==> src/rtl/bitband_pkg.sv <==
// bitband_pkg: address map, attribute codes and request carriers for the bit-band remapper
// assumes a 32-bit address space with word-aligned alias accesses
`default_nettype none
package bitband_pkg;
    // ---------------------------------------------------------------
    // address map
    // ---------------------------------------------------------------
    localparam logic [31:0] SRAM_BAND_BASE  = 32'h2000_0000; // sram bit-band region
    localparam logic [31:0] SRAM_ALIAS_BASE = 32'h2200_0000; // sram alias window
    localparam logic [31:0] PERI_BAND_BASE  = 32'h4000_0000; // peripheral bit-band region
    localparam logic [31:0] PERI_ALIAS_BASE = 32'h4200_0000; // peripheral alias window
    localparam logic [31:0] EXT_SHR_BASE    = 32'hA000_0000; // shareable external device
    localparam logic [31:0] EXT_NSH_BASE    = 32'hC000_0000; // non-shareable external device
    localparam logic [31:0] PPB_BASE        = 32'hE000_0000; // private peripheral bus
    localparam logic [31:0] VENDOR_BASE     = 32'hE010_0000; // vendor-specific device
    localparam logic [31:0] PERI_REGION_END = 32'h6000_0000; // end of peripheral region
    localparam int          BAND_BITS       = 20;            // 1MB band
    localparam int          ALIAS_BITS      = 25;            // 32MB alias
    localparam int          BYTE_LSB        = 5;             // byte offset times 32
    localparam int          BIT_LSB         = 2;             // bit number times 4
    localparam logic [31:0] ONE_WORD        = 32'h0000_0001; // alias read of a set bit
    localparam logic [31:0] ZERO_WORD       = 32'h0000_0000; // alias read of a clear bit

    // ---------------------------------------------------------------
    // attribute codes
    // ---------------------------------------------------------------
    typedef enum logic [1:0] {
        MEM_NORMAL   = 2'h0,
        MEM_DEVICE   = 2'h1,
        MEM_STRONGLY = 2'h2
    } mem_type_t;

    typedef enum logic [1:0] {
        BAR_NONE = 2'h0,
        BAR_DATA = 2'h1, // data_memory_barrier
        BAR_SYNC = 2'h2, // data_sync_barrier
        BAR_INST = 2'h3  // instruction_sync_barrier
    } barrier_t;

    // core request
    typedef struct packed {
        logic        fetch; // instruction fetch
        logic        write;
        logic [31:0] addr;
        logic [31:0] wdata;
        logic [3:0]  wstrb;
    } core_req_t;

    // downstream request with attributes
    typedef struct packed {
        logic        write;
        logic [31:0] addr;
        logic [31:0] wdata;
        logic [3:0]  wstrb;
        logic        lock;      // held across a read-modify-write
        logic        shareable;
        mem_type_t   mtype;
    } mem_req_t;
endpackage : bitband_pkg
`default_nettype wire

==> src/rtl/bit_band_alias_remapper.sv <==
// bit_band_alias_remapper: alias decode, read-modify-write, attributes and barrier ordering
// assumes one outstanding downstream transfer; downstream answers with a one-cycle i_mem_rvalid
//
// Summary of operation
// - direct sram band accesses pass unchanged
// - sram alias data remapped, fetches pass
// - peripheral alias data remapped, fetches refused
// - direct peripheral band accesses pass unchanged
// - alias write is read, modify, write
// - alias offset is byte*32 plus bit*4
// - 1MB band regions, 32MB alias windows
// - bit number selects byte bit 0-7
// - written bit0 sets or clears target
// - written bits 31:1 are ignored
// - alias read returns zero or one
// - peripheral and vendor space unconstrained
// - data barrier drains before next transfer
// - sync barrier drains before next instruction
// - instruction barrier drains and requests refetch
// - strongly-ordered accesses issued strictly in order
`default_nettype none
module bit_band_alias_remapper
    import bitband_pkg::*;
(
    input  wire logic      i_clk,          // system clock
    input  wire logic      i_rst_n,        // async reset, active low
    input  wire logic      i_ce,           // clock enable, freezes all state
    input  wire logic      i_req_valid,    // core request present
    input  wire core_req_t i_req,          // core request
    input  wire barrier_t  i_barrier,      // barrier with the request slot
    input  wire logic      i_mem_ready,    // downstream accepts request
    input  wire logic      i_mem_rvalid,   // downstream response pulse
    input  wire logic [31:0] i_mem_rdata,  // downstream read data
    output logic           o_req_ready,    // request taken in the previous cycle
    output logic           o_rsp_valid,    // response pulse to core
    output logic [31:0]    o_rsp_rdata,    // response data to core
    output logic           o_rsp_fault,    // fetch refused
    output logic           o_exec_hold,    // stall later instructions
    output logic           o_refetch,      // flush and refetch pulse
    output logic           o_mem_valid,    // downstream request valid
    output mem_req_t       o_mem_req       // downstream request
);
    // ---------------------------------------------------------------
    // state
    // ---------------------------------------------------------------
    typedef enum logic [5:0] {
        ST_IDLE  = 6'b000001, // take requests
        ST_ISSUE = 6'b000010, // downstream request pending
        ST_WAIT  = 6'b000100, // waiting for response
        ST_RMW_W = 6'b001000, // write-back pending
        ST_RMW_A = 6'b010000, // waiting write-back ack
        ST_DRAIN = 6'b100000  // barrier completion
    } state_t;

    // one-hot states cost a few flops but each decodes from a single bit
    state_t      state_r, state_nxt;
    logic        alias_r;     // current access is via alias
    logic [2:0]  bit_r;       // target bit in byte
    logic [1:0]  lane_r;      // byte lane of target byte
    logic        wbit_r;      // value to store
    logic        wr_r;        // core asked a write
    logic        inst_r;      // barrier was instruction sync
    logic        sync_r;      // barrier holds execution
    logic [31:0] rmw_data_r;  // modified word for write-back

    // ---------------------------------------------------------------
    // decode helpers
    // ---------------------------------------------------------------
    // alias window hit, 32MB
    function automatic logic in_alias(input logic [31:0] a, input logic [31:0] base);
        in_alias = (a[31:ALIAS_BITS] == base[31:ALIAS_BITS]);
    endfunction : in_alias

    // alias word to band byte: offset/32 is byte, bits 4:2 the bit
    function automatic logic [31:0] band_addr(input logic [31:0] a, input logic [31:0] band);
        band_addr = band | {12'h000, a[BYTE_LSB +: BAND_BITS]};
    endfunction : band_addr

    // attributes by region; an alias lies in the same region as its band,
    // so the core address gives the right attributes for remapped accesses
    // limitation: the default map is fixed, no programmable region table
    function automatic mem_type_t region_type(input logic [31:0] a);
        if (a >= VENDOR_BASE) begin
            region_type = MEM_DEVICE;
        end else if (a >= PPB_BASE) begin
            region_type = MEM_STRONGLY;
        end else if (a >= EXT_SHR_BASE) begin
            region_type = MEM_DEVICE;
        end else if (a >= PERI_BAND_BASE && a < PERI_REGION_END) begin
            region_type = MEM_DEVICE;
        end else begin
            region_type = MEM_NORMAL;
        end
    endfunction : region_type

    // shareability; peripheral and vendor space carry no extra constraint
    function automatic logic region_share(input logic [31:0] a);
        if (a >= VENDOR_BASE) begin
            region_share = 1'b0;
        end else if (a >= PPB_BASE) begin
            region_share = 1'b1;
        end else if (a >= EXT_NSH_BASE) begin
            region_share = 1'b0;
        end else if (a >= EXT_SHR_BASE) begin
            region_share = 1'b1;
        end else begin
            region_share = 1'b0;
        end
    endfunction : region_share

    // ---------------------------------------------------------------
    // request classification
    // ---------------------------------------------------------------
    logic hit_sram_alias; // sram window
    logic hit_peri_alias; // peripheral window
    logic do_alias;       // remap this access
    logic refuse;         // fetch to peripheral alias
    logic take;           // request taken in idle
    // fetches never alias: a fetch to the sram window goes out unchanged

    always_comb begin
        hit_sram_alias = in_alias(i_req.addr, SRAM_ALIAS_BASE);
        hit_peri_alias = in_alias(i_req.addr, PERI_ALIAS_BASE);
        do_alias = !i_req.fetch && (hit_sram_alias || hit_peri_alias);
        refuse   = i_req.fetch && hit_peri_alias;
        take     = (state_r == ST_IDLE) && i_req_valid;
    end

    // ---------------------------------------------------------------
    // next state
    // ---------------------------------------------------------------
    // one transfer at a time keeps every region, strongly-ordered included, in order
    always_comb begin
        state_nxt = state_r;
        case (state_r)
            ST_IDLE: begin
                if (take) begin
                    if (i_barrier != BAR_NONE) begin
                        state_nxt = ST_DRAIN;
                    end else if (!refuse) begin
                        state_nxt = ST_ISSUE;
                    end
                end
            end
            ST_ISSUE: begin
                if (i_mem_ready) begin
                    state_nxt = ST_WAIT;
                end
            end
            ST_WAIT: begin
                if (i_mem_rvalid) begin
                    // alias write continues with write-back
                    state_nxt = (alias_r && wr_r) ? ST_RMW_W : ST_IDLE;
                end
            end
            ST_RMW_W: begin
                if (i_mem_ready) begin
                    state_nxt = ST_RMW_A;
                end
            end
            ST_RMW_A: begin
                if (i_mem_rvalid) begin
                    state_nxt = ST_IDLE;
                end
            end
            ST_DRAIN: begin
                state_nxt = ST_IDLE; // nothing left outstanding by construction
            end
            default: begin
                state_nxt = ST_IDLE;
            end
        endcase
    end

    always_ff @(posedge i_clk or negedge i_rst_n) begin
        if (!i_rst_n) begin
            state_r <= ST_IDLE;
        end else if (i_ce) begin
            state_r <= state_nxt;
        end
    end

    // ---------------------------------------------------------------
    // captured request
    // ---------------------------------------------------------------
    // kept here because the core may drop its request once it is taken
    always_ff @(posedge i_clk or negedge i_rst_n) begin
        if (!i_rst_n) begin
            alias_r <= 1'b0;
            bit_r   <= 3'h0;
            lane_r  <= 2'h0;
            wbit_r  <= 1'b0;
            wr_r    <= 1'b0;
            inst_r  <= 1'b0;
            sync_r  <= 1'b0;
        end else if (i_ce && take) begin
            alias_r <= do_alias;
            bit_r   <= i_req.addr[BIT_LSB +: 3];
            lane_r  <= i_req.addr[BYTE_LSB +: 2];
            wbit_r  <= i_req.wdata[0];
            wr_r    <= i_req.write;
            inst_r  <= (i_barrier == BAR_INST);
            sync_r  <= (i_barrier == BAR_SYNC) || (i_barrier == BAR_INST);
        end
    end

    // ---------------------------------------------------------------
    // downstream request
    // ---------------------------------------------------------------
    // the band address for alias, otherwise the core address as is
    // lock rises with the read and falls only on the write-back answer,
    // so no other master reaches the band word in between
    always_ff @(posedge i_clk or negedge i_rst_n) begin
        if (!i_rst_n) begin
            o_mem_valid <= 1'b0;
            o_mem_req   <= '0;
        end else if (i_ce) begin
            if (take && i_barrier == BAR_NONE && !refuse) begin
                o_mem_valid         <= 1'b1;
                o_mem_req.write     <= i_req.write && !do_alias; // alias write reads first
                o_mem_req.wdata     <= i_req.wdata;
                o_mem_req.wstrb     <= i_req.wstrb;
                o_mem_req.lock      <= do_alias && i_req.write;
                if (do_alias) begin
                    o_mem_req.addr <= band_addr(i_req.addr,
                        hit_sram_alias ? SRAM_BAND_BASE : PERI_BAND_BASE);
                end else begin
                    o_mem_req.addr <= i_req.addr;
                end
                o_mem_req.mtype     <= region_type(i_req.addr);
                o_mem_req.shareable <= region_share(i_req.addr);
            end else if (state_r == ST_WAIT && i_mem_rvalid && alias_r && wr_r) begin
                o_mem_valid     <= 1'b1;              // write-back, lock still held
                o_mem_req.write <= 1'b1;
                o_mem_req.wdata <= rmw_data_r;
                o_mem_req.wstrb <= 4'h1 << lane_r;
            end else if ((state_r == ST_ISSUE || state_r == ST_RMW_W) && i_mem_ready) begin
                o_mem_valid <= 1'b0;
            end else if (state_r == ST_RMW_A && i_mem_rvalid) begin
                o_mem_req.lock <= 1'b0;
            end
        end
    end

    // modified word: only the target bit changes
    // the one-byte strobe limits the write-back to the target byte
    always_comb begin
        rmw_data_r = i_mem_rdata;
        rmw_data_r[{lane_r, bit_r}] = wbit_r;
    end

    // ---------------------------------------------------------------
    // core response
    // ---------------------------------------------------------------
    // every response is a one-cycle pulse; the core must catch it then
    always_ff @(posedge i_clk or negedge i_rst_n) begin
        if (!i_rst_n) begin
            o_rsp_valid <= 1'b0;
            o_rsp_rdata <= ZERO_WORD;
            o_rsp_fault <= 1'b0;
            o_req_ready <= 1'b0;
        end else if (i_ce) begin
            o_req_ready <= take;
            o_rsp_valid <= 1'b0;
            o_rsp_fault <= 1'b0;
            if (take && i_barrier == BAR_NONE && refuse) begin
                o_rsp_valid <= 1'b1;
                o_rsp_fault <= 1'b1;
                o_rsp_rdata <= ZERO_WORD;
            end else if (state_r == ST_WAIT && i_mem_rvalid && !(alias_r && wr_r)) begin
                o_rsp_valid <= 1'b1;
                if (alias_r) begin
                    o_rsp_rdata <= i_mem_rdata[{lane_r, bit_r}] ? ONE_WORD : ZERO_WORD;
                end else begin
                    o_rsp_rdata <= i_mem_rdata;
                end
            end else if (state_r == ST_RMW_A && i_mem_rvalid) begin
                o_rsp_valid <= 1'b1;     // alias write done after write-back
                o_rsp_rdata <= ZERO_WORD;
            end
        end
    end

    // ---------------------------------------------------------------
    // barrier effects
    // ---------------------------------------------------------------
    // hold and refetch pulse together in the cycle after the drain cycle
    // only one transfer is ever in flight, so idle means drained
    // and a single drain cycle is enough for every barrier kind
    always_ff @(posedge i_clk or negedge i_rst_n) begin
        if (!i_rst_n) begin
            o_exec_hold <= 1'b0;
            o_refetch   <= 1'b0;
        end else if (i_ce) begin
            o_refetch <= (state_r == ST_DRAIN) && inst_r;
            o_exec_hold <= (state_r == ST_DRAIN) && sync_r;
        end
    end
endmodule : bit_band_alias_remapper
`default_nettype wire

==> config.mk <==
export PLATFORM = sky130hd
export DESIGN_NAME = bit_band_alias_remapper
export DESIGN_NICKNAME = d
export VERILOG_FILES = /design/src/rtl/bitband_pkg.sv /design/src/rtl/bit_band_alias_remapper.sv
export SDC_FILE = /design/constraint.sdc
export NUM_CORES = 1
export LEC_CHECK = 0
export BUFFER_PORTS_ARGS = -buffer_cell sky130_fd_sc_hd__buf_2
export CAP_MARGIN = 20
export CELL_PAD_IN_SITES_DETAIL_PLACEMENT = 0
export CELL_PAD_IN_SITES_GLOBAL_PLACEMENT = 2
export CORE_ASPECT_RATIO = 1.1
export CORE_MARGIN = 2
export CORE_UTILIZATION = 35
export DETAILED_ROUTE_END_ITERATION = 12
export PLACE_DENSITY = 0.84
export SETUP_SLACK_MARGIN = 0.15
export SYNTH_ARGS = -nofsm -noshare
export SYNTH_HDL_FRONTEND = slang
export SYNTH_SLANG_ARGS = --single-unit
==> constraint.sdc <==
create_clock -name i_clk -period 4.9 [get_ports i_clk]
set_input_delay 0.735 -clock i_clk [delete_from_list [all_inputs] [get_ports i_clk]]
set_output_delay 0.735 -clock i_clk [all_outputs]
set_load 0.01 [all_outputs]
==> After elaboration in Yosys (flattened, before gate mapping) <==
Cells that the tools add are included.
{ "op_classes": {"n_lt_le_gt_ge": 8, "n_shift": 1, "mux": 43, "n_eq_ne": 18, "n_reduce_logical": 39, "bitwise": 1} }
{ "op_table": {"columns": ["op", "count"], "rows": [
  ["2-to-1 mux 32 bit", 5],
  ["greater-or-equal comparator 32 bit (second input constant)", 4],
  ["2-to-1 mux 6 bit", 7],
  ["2-to-1 mux 37 bit", 1],
  ["2-to-1 mux 36 bit", 1],
  ["bitwise mux 32 bit", 1],
  ["greater-or-equal comparator 32 x 31 -> 1 bit (second input constant)", 1],
  ["less-than comparator 32 x 31 -> 1 bit (second input constant)", 1],
  ["2-to-1 mux 31 bit", 1],
  ["bitwise OR 31 x 20 -> 31 bit", 1],
  ["case mux 6 bit (5 select lines)", 1],
  ["2-to-1 mux 1 bit", 21],
  ["logical AND 1 bit", 20],
  ["inequality test 2 bit (second input constant)", 7],
  ["AND reduction 2 bit", 4],
  ["equality test 7 x 5 -> 1 bit (second input constant)", 1],
  ["equality test 7 x 6 -> 1 bit (second input constant)", 1],
  ["AND reduction 7 bit", 1],
  ["equality test 6 x 1 -> 1 bit (second input constant)", 1],
  ["equality test 6 x 2 -> 1 bit (second input constant)", 1],
  ["equality test 6 x 3 -> 1 bit (second input constant)", 1],
  ["equality test 6 x 4 -> 1 bit (second input constant)", 1],
  ["equality test 6 x 5 -> 1 bit (second input constant)", 1],
  ["equality test 6 bit (second input constant)", 1],
  ["15 further kinds", 25]
]} }
{ "word_totals": {"in_bits": 110, "wordCells": 132, "output_inout_bits": 111, "regBits": 127} }

==> Depth between registers and ports, before layout <==
Gate-level depths: netlist (run 1).
{ "logic_depth": {"ltp_word": 7, "depth_mapped": 8, "mapped_depth_nobuf": 5} }

==> Worst setup path before layout (run 1) <==
Ideal clock, no wire load.
{ "synth_path": {"path_kind": "input-to-reg", "startpoint": "input i_req[62] in the netlist's numbering", "endpoint": "register o_mem_req[21] in the netlist's numbering", "setup_ns": 0.125, "stages": 7, "arrival_time_ns": 2.126, "n_path_buf": 2, "slack_ns": 2.650, "t_required_ns": 4.775, "path_cell_list": "nor3_4 -> nand4_2 -> nor3b_2 -> o21ai_1 -> buf_4 -> buf_4 -> mux2_2"} }
{ "synth_via": {"elab_chain_len": 6, "word_cells_on_any_way": 7, "classes_between": "1 x eq/ne; 1 x mux; 5 x reduce/logical"} }
{ "synth_rtl": {"columns": ["item", "line", "text"], "rows": [
  ["start, declared", "bit_band_alias_remapper.sv:29", "input wire core_req_t i_req,"],
  ["equality test 7 x 6 -> 1 bit (*)", "bit_band_alias_remapper.sv:71", "in_alias = (a[31:ALIAS_BITS] == base[31:ALIAS_BITS]);"],
  ["logical AND 1 bit (*)", "bit_band_alias_remapper.sv:125", "refuse = i_req.fetch && hit_peri_alias;"],
  ["zero test 1 bit (*)", "bit_band_alias_remapper.sv:218", "if (take && i_barrier == BAR_NONE && !refuse) begin"],
  ["logical AND 1 bit (*)", "bit_band_alias_remapper.sv:218", null],
  ["nonzero test 2 bit (no source line)", null, null],
  ["AND reduction 2 bit (no source line)", null, null],
  ["end, declared", "bit_band_alias_remapper.sv:41", "output mem_req_t o_mem_req"]
]} }
Every way passes the cells marked *; elsewhere a longest branch is shown, timed or not.
A chain may end at the register's enable or synchronous reset.

==> Final worst setup path (run 1) <==
{ "layout_path": {"startpoint": "register bit_r[1]", "endpoint": "register o_rsp_rdata[0]"} }
{ "layout_via": {"elab_chain_len": 6} }
{ "layout_rtl": {"columns": ["item", "line", "text"], "rows": [
  ["start, declared", "bit_band_alias_remapper.sv:58", "logic [2:0] bit_r;"],
  ["start signal, assigned", "bit_band_alias_remapper.sv:198", "bit_r <= i_req.addr[BIT_LSB +: 3];"],
  ["binary-select mux 1 bit (select 5 bit)", "bit_band_alias_remapper.sv:273", "o_rsp_rdata <= i_mem_rdata[{lane_r, bit_r}] ? ONE_WORD : ZERO_WORD;"],
  ["2-to-1 mux 1 bit (not written as such)", "bit_band_alias_remapper.sv:273", null],
  ["2-to-1 mux 1 bit", "bit_band_alias_remapper.sv:273", null],
  ["2-to-1 mux 32 bit", "bit_band_alias_remapper.sv:272", "if (alias_r) begin"],
  ["2-to-1 mux 32 bit", "bit_band_alias_remapper.sv:270", "end else if (state_r == ST_WAIT && i_mem_rvalid && !(alias_r && wr_r)) begin"],
  ["2-to-1 mux 32 bit", "bit_band_alias_remapper.sv:266", "if (take && i_barrier == BAR_NONE && refuse) begin"],
  ["end signal, assigned", "bit_band_alias_remapper.sv:273", null],
  ["end signal, assigned", "bit_band_alias_remapper.sv:275", "o_rsp_rdata <= i_mem_rdata;"],
  ["end, declared", "bit_band_alias_remapper.sv:36", "output logic [31:0] o_rsp_rdata,"]
]} }
Every way passes these cells. The select of a mux whose other input is x is not followed.

==> key figures, run 1 <==
GRT
  • First-pass GRT wire length: 29,890 µm
  • Met1 Track Usage GR: 0.2483
  • Gr usage total: 0.1925
  • Global route overflow: 0
  • Met3 Use GR: 0.05776
  • Initial antenna violation count: 4
  • Largest net degree at the start of global routing: 94
  • Met2 Use GR: 0.3073
  • Most used routing layer: met2
  • Vias in the first global route: 5,491

Power and ir drop
  • Worst VDD drop: 276.1 µV
  • Overall Power: 4.718 mW
  • Leak: 4.217 nW
  • Cell Pwr Density: 554.8 nW/µm²

Timing
  • Fin crit period: 2.644 ns
  • Fin Setup TNS: 0 ns
  • RSZ-0062 raised after global routing: no
  • Slew Viols, Final: 0
  • Max-slew headroom: 0.3408
  • Final hold violations: 0
  • Max Clock Skew: 0.007835 ns
  • Fmax: 0.3783 GHz
  • Final setup violation count: 0
  • Setup slack after layout: 2.256 ns
  • Part of the cycle the worst path needs: 0.5395
  • Worst-margin pin slew: 0.9834 ns

Setup path
  • CP cell instances: buf_4, mux4_2, nor2b_1, a2111oi_2, nand4_1, a32o_1
  • Critical path arrival: 2.95 ns
  • CP startpoint kind: register
  • Critical Path Stages: 6
  • Kind of critical path: reg -> reg
  • Critical path required time: 5.21 ns
  • Cell count of the worst reg-to-reg path: 6
  • Slowest-stage cell, CP: dfrtp_1
  • Crit path max-delay family: flip-flops
  • Critical Path Fanout Max: 16
  • CP peak stage delay: 0.75 ns
  • Critical path buffers and inverters: 1
  • CP Capture Type: register

Clock tree
  • Root buf cell: clkbuf_16
  • Num CTS Buffers: 17
  • CTS max path bufs: 2
  • Reg clk slew, reported paths: 0.06 ns
  • Worst skew pair latency: 0.42 ns
  • Clock sinks: 127
  • # H-tree levels: 4
  • Setup bufs post-CTS: 0
  • Hold Buf Count CTS: 0
  • Number of gates resized after CTS: 0
  • CTS tree: built

Layout
  • Nets: 889
  • Final Non-Filler Cells: 1,042
  • Final Util: 0.4483
  • Fraction of layout cells with a size suffix above 1: 0.5032
  • Area delta synth->final: 26.60%

Synthesis
  • Post-synthesis sequential area ratio: 0.4734
  • Async set-reset flop share out of synthesis: 1.000
  • Yosys top cell area share: 0.4694
  • Synth area leaders: dfrtp_1 47%, mux2_2 16%, mux2_4 6.5%, mux2i_1 4.5%, a22o_1 4.2%
  • Post-Syn Instances: 571
  • Synth Cell Area: 6716 µm²
  • EDFF count, synth: 0
  • Syn avg cell area: 11.76 µm²
  • Post-synth top area cell: dfrtp_1
  • Yosys warns: 0
  • Synth Net Count: 681
  • Most frequent cells after synthesis: 126 x dfrtp_1, 93 x mux2_2, 56 x nand2_1, 37 x o21ai_0, 32 x a22o_1
  • Post-synth top flop: dfrtp_1
  • Top-count cell post-synth: dfrtp_1
  • Yosys cell types: 53
  • #FFs+latches synth: 127

Die
  • IO Count: 221
  • Die H: 149.3 µm
  • Die width: 136.1 µm
  • Rows: 53
  • Die area: 20,320 µm²
  • Starting Density: 0.3541
  • Placeable Area: 18,970 µm²

Routing
  • Detailed-route via count: 5,225
  • 1st-iter DRT viols: 230
  • Post-route antenna net violation count: 0
  • DRC violations left: 0
  • Vias per inst: 5.014
  • Avg WL per Cell: 18.54 µm
  • Router iterations before antenna repair: 4
  • WL final: 19,320 µm

Flow run
  • Max Cap Viol: 0

Hold path
  • Worst hold path class: in -> async

Placed design
  • Placed insts: 1,007
  • Port Buf Inserts: 220
  • Hpwl dp: 14,320 µm
  • Dpl ws: 1.870 ns
  • Placer Congestion: 0.8047

Outcome
  • Outcome: complete, no violations
final timing paths:
| path | startpoint | endpoint | slack, ns |
|---|---|---|---|
| hold / removal | i_rst_n | o_mem_req[71] | 0.35 |
| hold reg to reg | o_req_ready | o_req_ready | 0.48 |
| setup reg to reg | bit_r[1] | o_rsp_rdata[0] | 2.26 |
| setup / recovery | bit_r[1] | o_rsp_rdata[0] | 2.26 |
| min in group i_clk | o_req_ready | o_req_ready | 0.48 |
| max in group asynchronous | i_rst_n | state_r[0] | 3.51 |
per-layer routing:
layer	vias up	share of wire
met2	177	0.47
met5	-	0
met4	0	0.014
li1	2490	-
met3	16	0.070
met1	2542	0.45
worst reg2reg max path: stages (launching register included):
cell	delay, ns
dfrtp_1	0.75
buf_4	0.33
mux4_2	0.52
nor2b_1	0.16
a2111oi_2	0.34
nand4_1	0.17
a32o_1	0.27
stage by stage:
| step | hold slack, ns | cell area (µm²) |
|---|---|---|
| after floorplan | 0.4394 | 6716 |
| after CTS | 0.4287 | 8493 |
| final | 0.3495 | 8503 |
| after global placement | 0.4577 | 7993 |
| after global routing | 0.4432 | 8496 |
| after detailed placement | 0.4663 | 7993 |
flip-flops by register name, summed over array words and instances, names as in the netlist, 2 cells and up:
| name | cells |
|---|---|
| state_r | 6 |
| o_mem_req | 73 |
| o_rsp_rdata | 32 |
| bit_r | 3 |
| lane_r | 2 |
cell usage in the layout, fill, tap and decap left out, drive strengths merged, types with 4 or more instances in the layout:
| master | n |
|---|---|
| buf | 226 |
| dfrtp | 126 |
| mux2 | 122 |
| nand2 | 56 |
| o21ai | 39 |
| a22o | 32 |
| nor2 | 31 |
| mux2i | 30 |
| clkbuf | 23 |
| nand3 | 13 |
| nor3 | 11 |
| inv | 8 |
| clkinv | 7 |
| nor2b | 6 |
| nor3b | 5 |
| nand4 | 5 |
| diode | 4 |
| a21oi | 4 |
| a31oi | 4 |
power by group:
group,internal (mW),switching (mW)
Combinational,0.887,0.856
Clock,0.649,0.448
Sequential,1.49,0.384
cell type report:
type,instances,area (µm²)
antenna,4,10.01
clock buffer,23,457.9
clock inverter,8,42.54
fill,1878,10460
inverter,8,30.03
multi-input combinational,399,3322
sequential,127,3179
tap,247,309.0
timing repair buffer,226,1152
logic make-up after synthesis:
kind of cell | after synthesis | share of synthesized area
AO/OA/AOI/OAI | 96 | 0.1004
XOR/XNOR | 2 | 0.002609
buffers and inverters | 45 | 0.03670
flip-flops | 127 | 0.4734
multiplexers | 154 | 0.2722
AND/OR/NAND/NOR | 147 | 0.1148
(Power assumes the default switching activity.)
==> inputs of run 2 (changes only) <==
--- a/config.mk
+++ b/config.mk
@@ -5,15 +5,16 @@
 export SDC_FILE = /design/constraint.sdc
 export NUM_CORES = 1
 export LEC_CHECK = 0
+export ABC_AREA = 1
 export BUFFER_PORTS_ARGS = -buffer_cell sky130_fd_sc_hd__buf_2
 export CAP_MARGIN = 20
 export CELL_PAD_IN_SITES_DETAIL_PLACEMENT = 0
 export CELL_PAD_IN_SITES_GLOBAL_PLACEMENT = 2
 export CORE_ASPECT_RATIO = 1.1
 export CORE_MARGIN = 2
-export CORE_UTILIZATION = 35
+export CORE_UTILIZATION = 27
 export DETAILED_ROUTE_END_ITERATION = 12
-export PLACE_DENSITY = 0.84
+export PLACE_DENSITY = 0.78
 export SETUP_SLACK_MARGIN = 0.15
 export SYNTH_ARGS = -nofsm -noshare
 export SYNTH_HDL_FRONTEND = slang
==> constraint.sdc (replaced) <==
create_clock -name i_clk -period 2.6 [get_ports i_clk]
set_input_delay 0.39 -clock i_clk [delete_from_list [all_inputs] [get_ports i_clk]]
set_output_delay 0.39 -clock i_clk [all_outputs]
set_load 0.01 [all_outputs]
==> run 2 against run 1 <==
  * Area after synthesis is 0.97% higher
  * Wire length is 27% higher
  * Cell count is 47% higher
  * Power is 92% higher
  * Design area is 4.5% higher
  * Largest power group is now combinational cells
  * Critical path depth is 3 higher
==> key figures, run 2 <==
Outcome
  • Outcome: complete, no violations

Timing
  • Max-slew headroom: 0.5067 (+0.1659)
  • Fin Setup TNS: 0 ns (unchanged)
  • RSZ-0062 raised after global routing: no
  • Slew Viols, Final: 0 (unchanged)
  • Final setup violation count: 0 (unchanged)
  • Fmax: 0.4899 GHz (+30%)
  • Worst-margin pin slew: 0.7391 ns (-0.2443 ns)
  • Fin crit period: 2.041 ns (-0.6024 ns)
  • Max Clock Skew: 0.009781 ns (+0.001946 ns)
  • Part of the cycle the worst path needs: 0.7851 (+0.2456)
  • Final hold violations: 0 (unchanged)

Synthesis
  • Synth Cell Area: 6782 µm² (+0.97%)
  • Post-synth top area cell: dfrtp_1
  • Post-synthesis sequential area ratio: 0.4688 (-0.004541)
  • Synth area leaders: dfrtp_1 46%, nand2_1 34%, o21ai_0 4.1%, nand3_1 3.8%, inv_1 1.9%
  • Post-synth top flop: dfrtp_1
  • Yosys top cell area share: 0.4649 (-0.004504)
  • Synth Net Count: 1,105 (+62%)
  • Most frequent cells after synthesis: 609 x nand2_1, 126 x dfrtp_1, 56 x o21ai_0, 51 x nand3_1, 35 x inv_1
  • #FFs+latches synth: 127 (unchanged)
  • EDFF count, synth: 0 (unchanged)
  • Yosys warns: 0 (unchanged)
  • Yosys cell types: 27 (-49%)
  • Async set-reset flop share out of synthesis: 1.000 (unchanged)
  • Post-Syn Instances: 995 (+74%)
  • Top-count cell post-synth: nand2_1
  • Syn avg cell area: 6.816 µm² (-42%)

Placed design
  • Hpwl dp: 18,230 µm (+27%)
  • Placement Cell Area: 8213 µm² (+2.8%)
  • Placer Congestion: 0.7731 (-3.9%)
  • Placed insts: 1,500 (+49%)
  • Port Buf Inserts: 220 (unchanged)

Clock tree
  • Root buf cell: clkbuf_16
  • CTS max path bufs: 2 (unchanged)
  • Clock sinks: 127 (unchanged)
  • # H-tree levels: 4 (unchanged)
  • CTS tree: built
  • Number of gates resized after CTS: 0 (unchanged)
  • Setup bufs post-CTS: 0 (unchanged)
  • Num CTS Buffers: 17 (unchanged)
  • Worst skew pair latency: 0.42 ns (about the same)
  • Reg clk slew, reported paths: 0.06 ns (about the same)

Setup path
  • Cell count of the worst reg-to-reg path: 9 (+3)
  • CP Capture Type: register
  • CP startpoint kind: register
  • Crit path top cell by count: nand2_1
  • Crit path max-delay family: simple AND/OR/NAND/NOR gates
  • Critical Path Fanout Max: 33 (+17)
  • Critical Path Stages: 9 (+3)
  • Critical path buffers and inverters: 1 (unchanged)
  • Slowest-stage cell, CP: dfstp_2
  • CP peak stage delay: 0.54 ns (-0.21 ns)
  • Critical path arrival: 2.34 ns (-0.61 ns)
  • CP cell instances: inv_1, nor2_1, nand3_1, nor2_1, nand3_1, nand2_1, nand2_2, nand2_1, nand2_1
  • Kind of critical path: reg -> reg
  • Critical path required time: 2.90 ns (-2.31 ns)

GRT
  • Gr usage total: 0.1873 (-0.005262)
  • Global route overflow: 0 (unchanged)
  • Initial antenna violation count: 0 (-4)
  • Vias in the first global route: 6,812 (+24%)
  • First-pass GRT wire length: 37,950 µm (+27%)
  • Largest net degree at the start of global routing: 61 (-35%)

Layout
  • Most flops, register: o_mem_req
  • Fraction of layout cells with a size suffix above 1: 0.2363 (-0.2669)
  • Final Util: 0.3620 (-0.08632)
  • Area delta synth->final: 31.05%
  • Nets: 1,320 (+48%)
  • Most common cell after layout, fill and taps aside: nand2_1
  • Regs by FF count: o_mem_req (73), o_rsp_rdata (32), state_r (6)
  • Post-route design area: 8887 µm² (+4.5%)
  • # fillers: 2,667 (+42%)
  • Commonest cells after routing, fill and taps aside: 609 x nand2_1, 219 x buf_2, 126 x dfrtp_1
  • Max reg flops: 73 (unchanged)
  • Final Non-Filler Cells: 1,534 (+47%)

Routing
  • Vias per inst: 4.535 (-9.6%)
  • WL final: 24,560 µm (+27%)
  • Post-route antenna net violation count: 0 (unchanged)
  • 1st-iter DRT viols: 381 (+66%)
  • Router iterations before antenna repair: 5 (+1)
  • DRC violations left: 0 (unchanged)
  • Avg WL per Cell: 16.01 µm (-14%)
  • Detailed-route via count: 6,957 (+33%)

Die
  • IO Count: 221 (unchanged)
  • Rows: 60 (+13%)
  • Die width: 155.1 µm (+14%)
  • Die area: 26,400 µm² (+30%)
  • Die H: 170.2 µm (+14%)
  • Placeable Area: 24,550 µm² (+29%)
  • Starting Density: 0.2762 (-0.07789)

Power and ir drop
  • Leak: 5.241 nW (+24%)
  • Cell Pwr Density: 1018 nW/µm² (+83%)
  • Overall Power: 9.045 mW (+92%)
  • Worst VDD drop: 365.7 µV (+32%)

Hold path
  • Worst hold path class: in -> reg
  • Cell depth of the worst hold path: 3

Flow run
  • Max Cap Viol: 0 (unchanged)
run 2: report_power, final:
part           internal, mW  total, mW  switching, mW  leakage [nW]
Clock                  1.76       2.70          0.947         0.316
Combinational          1.17       3.18           2.01          3.26
Sequential             2.72       3.16          0.436          1.67
run 2: final timing paths:
check	slack, ns	start	to
max	0.56	state_r[0]	o_rsp_rdata[23]
min reg2reg	0.47	o_rsp_rdata[6]	o_rsp_rdata[6]
max in group asynchronous	1.58	i_rst_n	state_r[0]
min	0.20	i_barrier[1]	sync_r
min in group asynchronous	0.37	i_rst_n	o_rsp_rdata[10]
max reg2reg	0.56	state_r[0]	o_rsp_rdata[23]
run 2: cells by family after synthesis:
group           share of synthesized area
compound gates                    0.05129
buf+inv                           0.05941
flops                              0.4688
simple gates                       0.4205
run 2: area by class of cell:
| type | count | area [µm²] | share of cell area |
|---|---|---|---|
| multi-input combinational | 783 | 3208 | 0.3610 |
| sequential | 127 | 3179 | 0.3577 |
| timing repair buffer | 240 | 1294 | 0.1456 |
| clock buffer | 19 | 452.9 | 0.05096 |
| tap | 310 | 387.9 | 0.04364 |
| clock inverter | 13 | 209.0 | 0.02351 |
| inverter | 41 | 153.9 | 0.01732 |
| antenna | 1 | 2.502 | 0.0002816 |
run 2: worst reg2reg max path, cell delays in order (launching register included):
cell and delay, ns:
dfstp_2 0.54, inv_1 0.05, nor2_1 0.15, nand3_1 0.21, nor2_1 0.19, nand3_1 0.09, nand2_1 0.08, nand2_2 0.35
nand2_1 0.19, nand2_1 0.07
run 2: metal layers:
| metal | part of all wire | track usage |
|---|---|---|
| met5 | 0 | 0 |
| met4 | 0.019 | 0.05958 |
| met3 | 0.067 | 0.05602 |
| met2 | 0.48 | 0.3152 |
| met1 | 0.43 | 0.2303 |
run 2: stage by stage:
| step | hold WS [ns] | worst slack [ns] |
|---|---|---|
| 2_1_floorplan | 0.09441 | 1.010 |
| 3_3_place_gp | 0.2666 | 0.5285 |
| 3_5_place_dp | 0.2695 | 0.5207 |
| 4_1_cts | 0.1908 | 0.5413 |
| 5_1_grt | 0.1943 | 0.3357 |
| 6_report | 0.2034 | 0.5588 |
run 2: timing repair:
item | in CTS | in global routing
hold endpoints to repair | 12 | 0
hold buffers | 1 | 0
setup endpoints to repair | 0 | 0
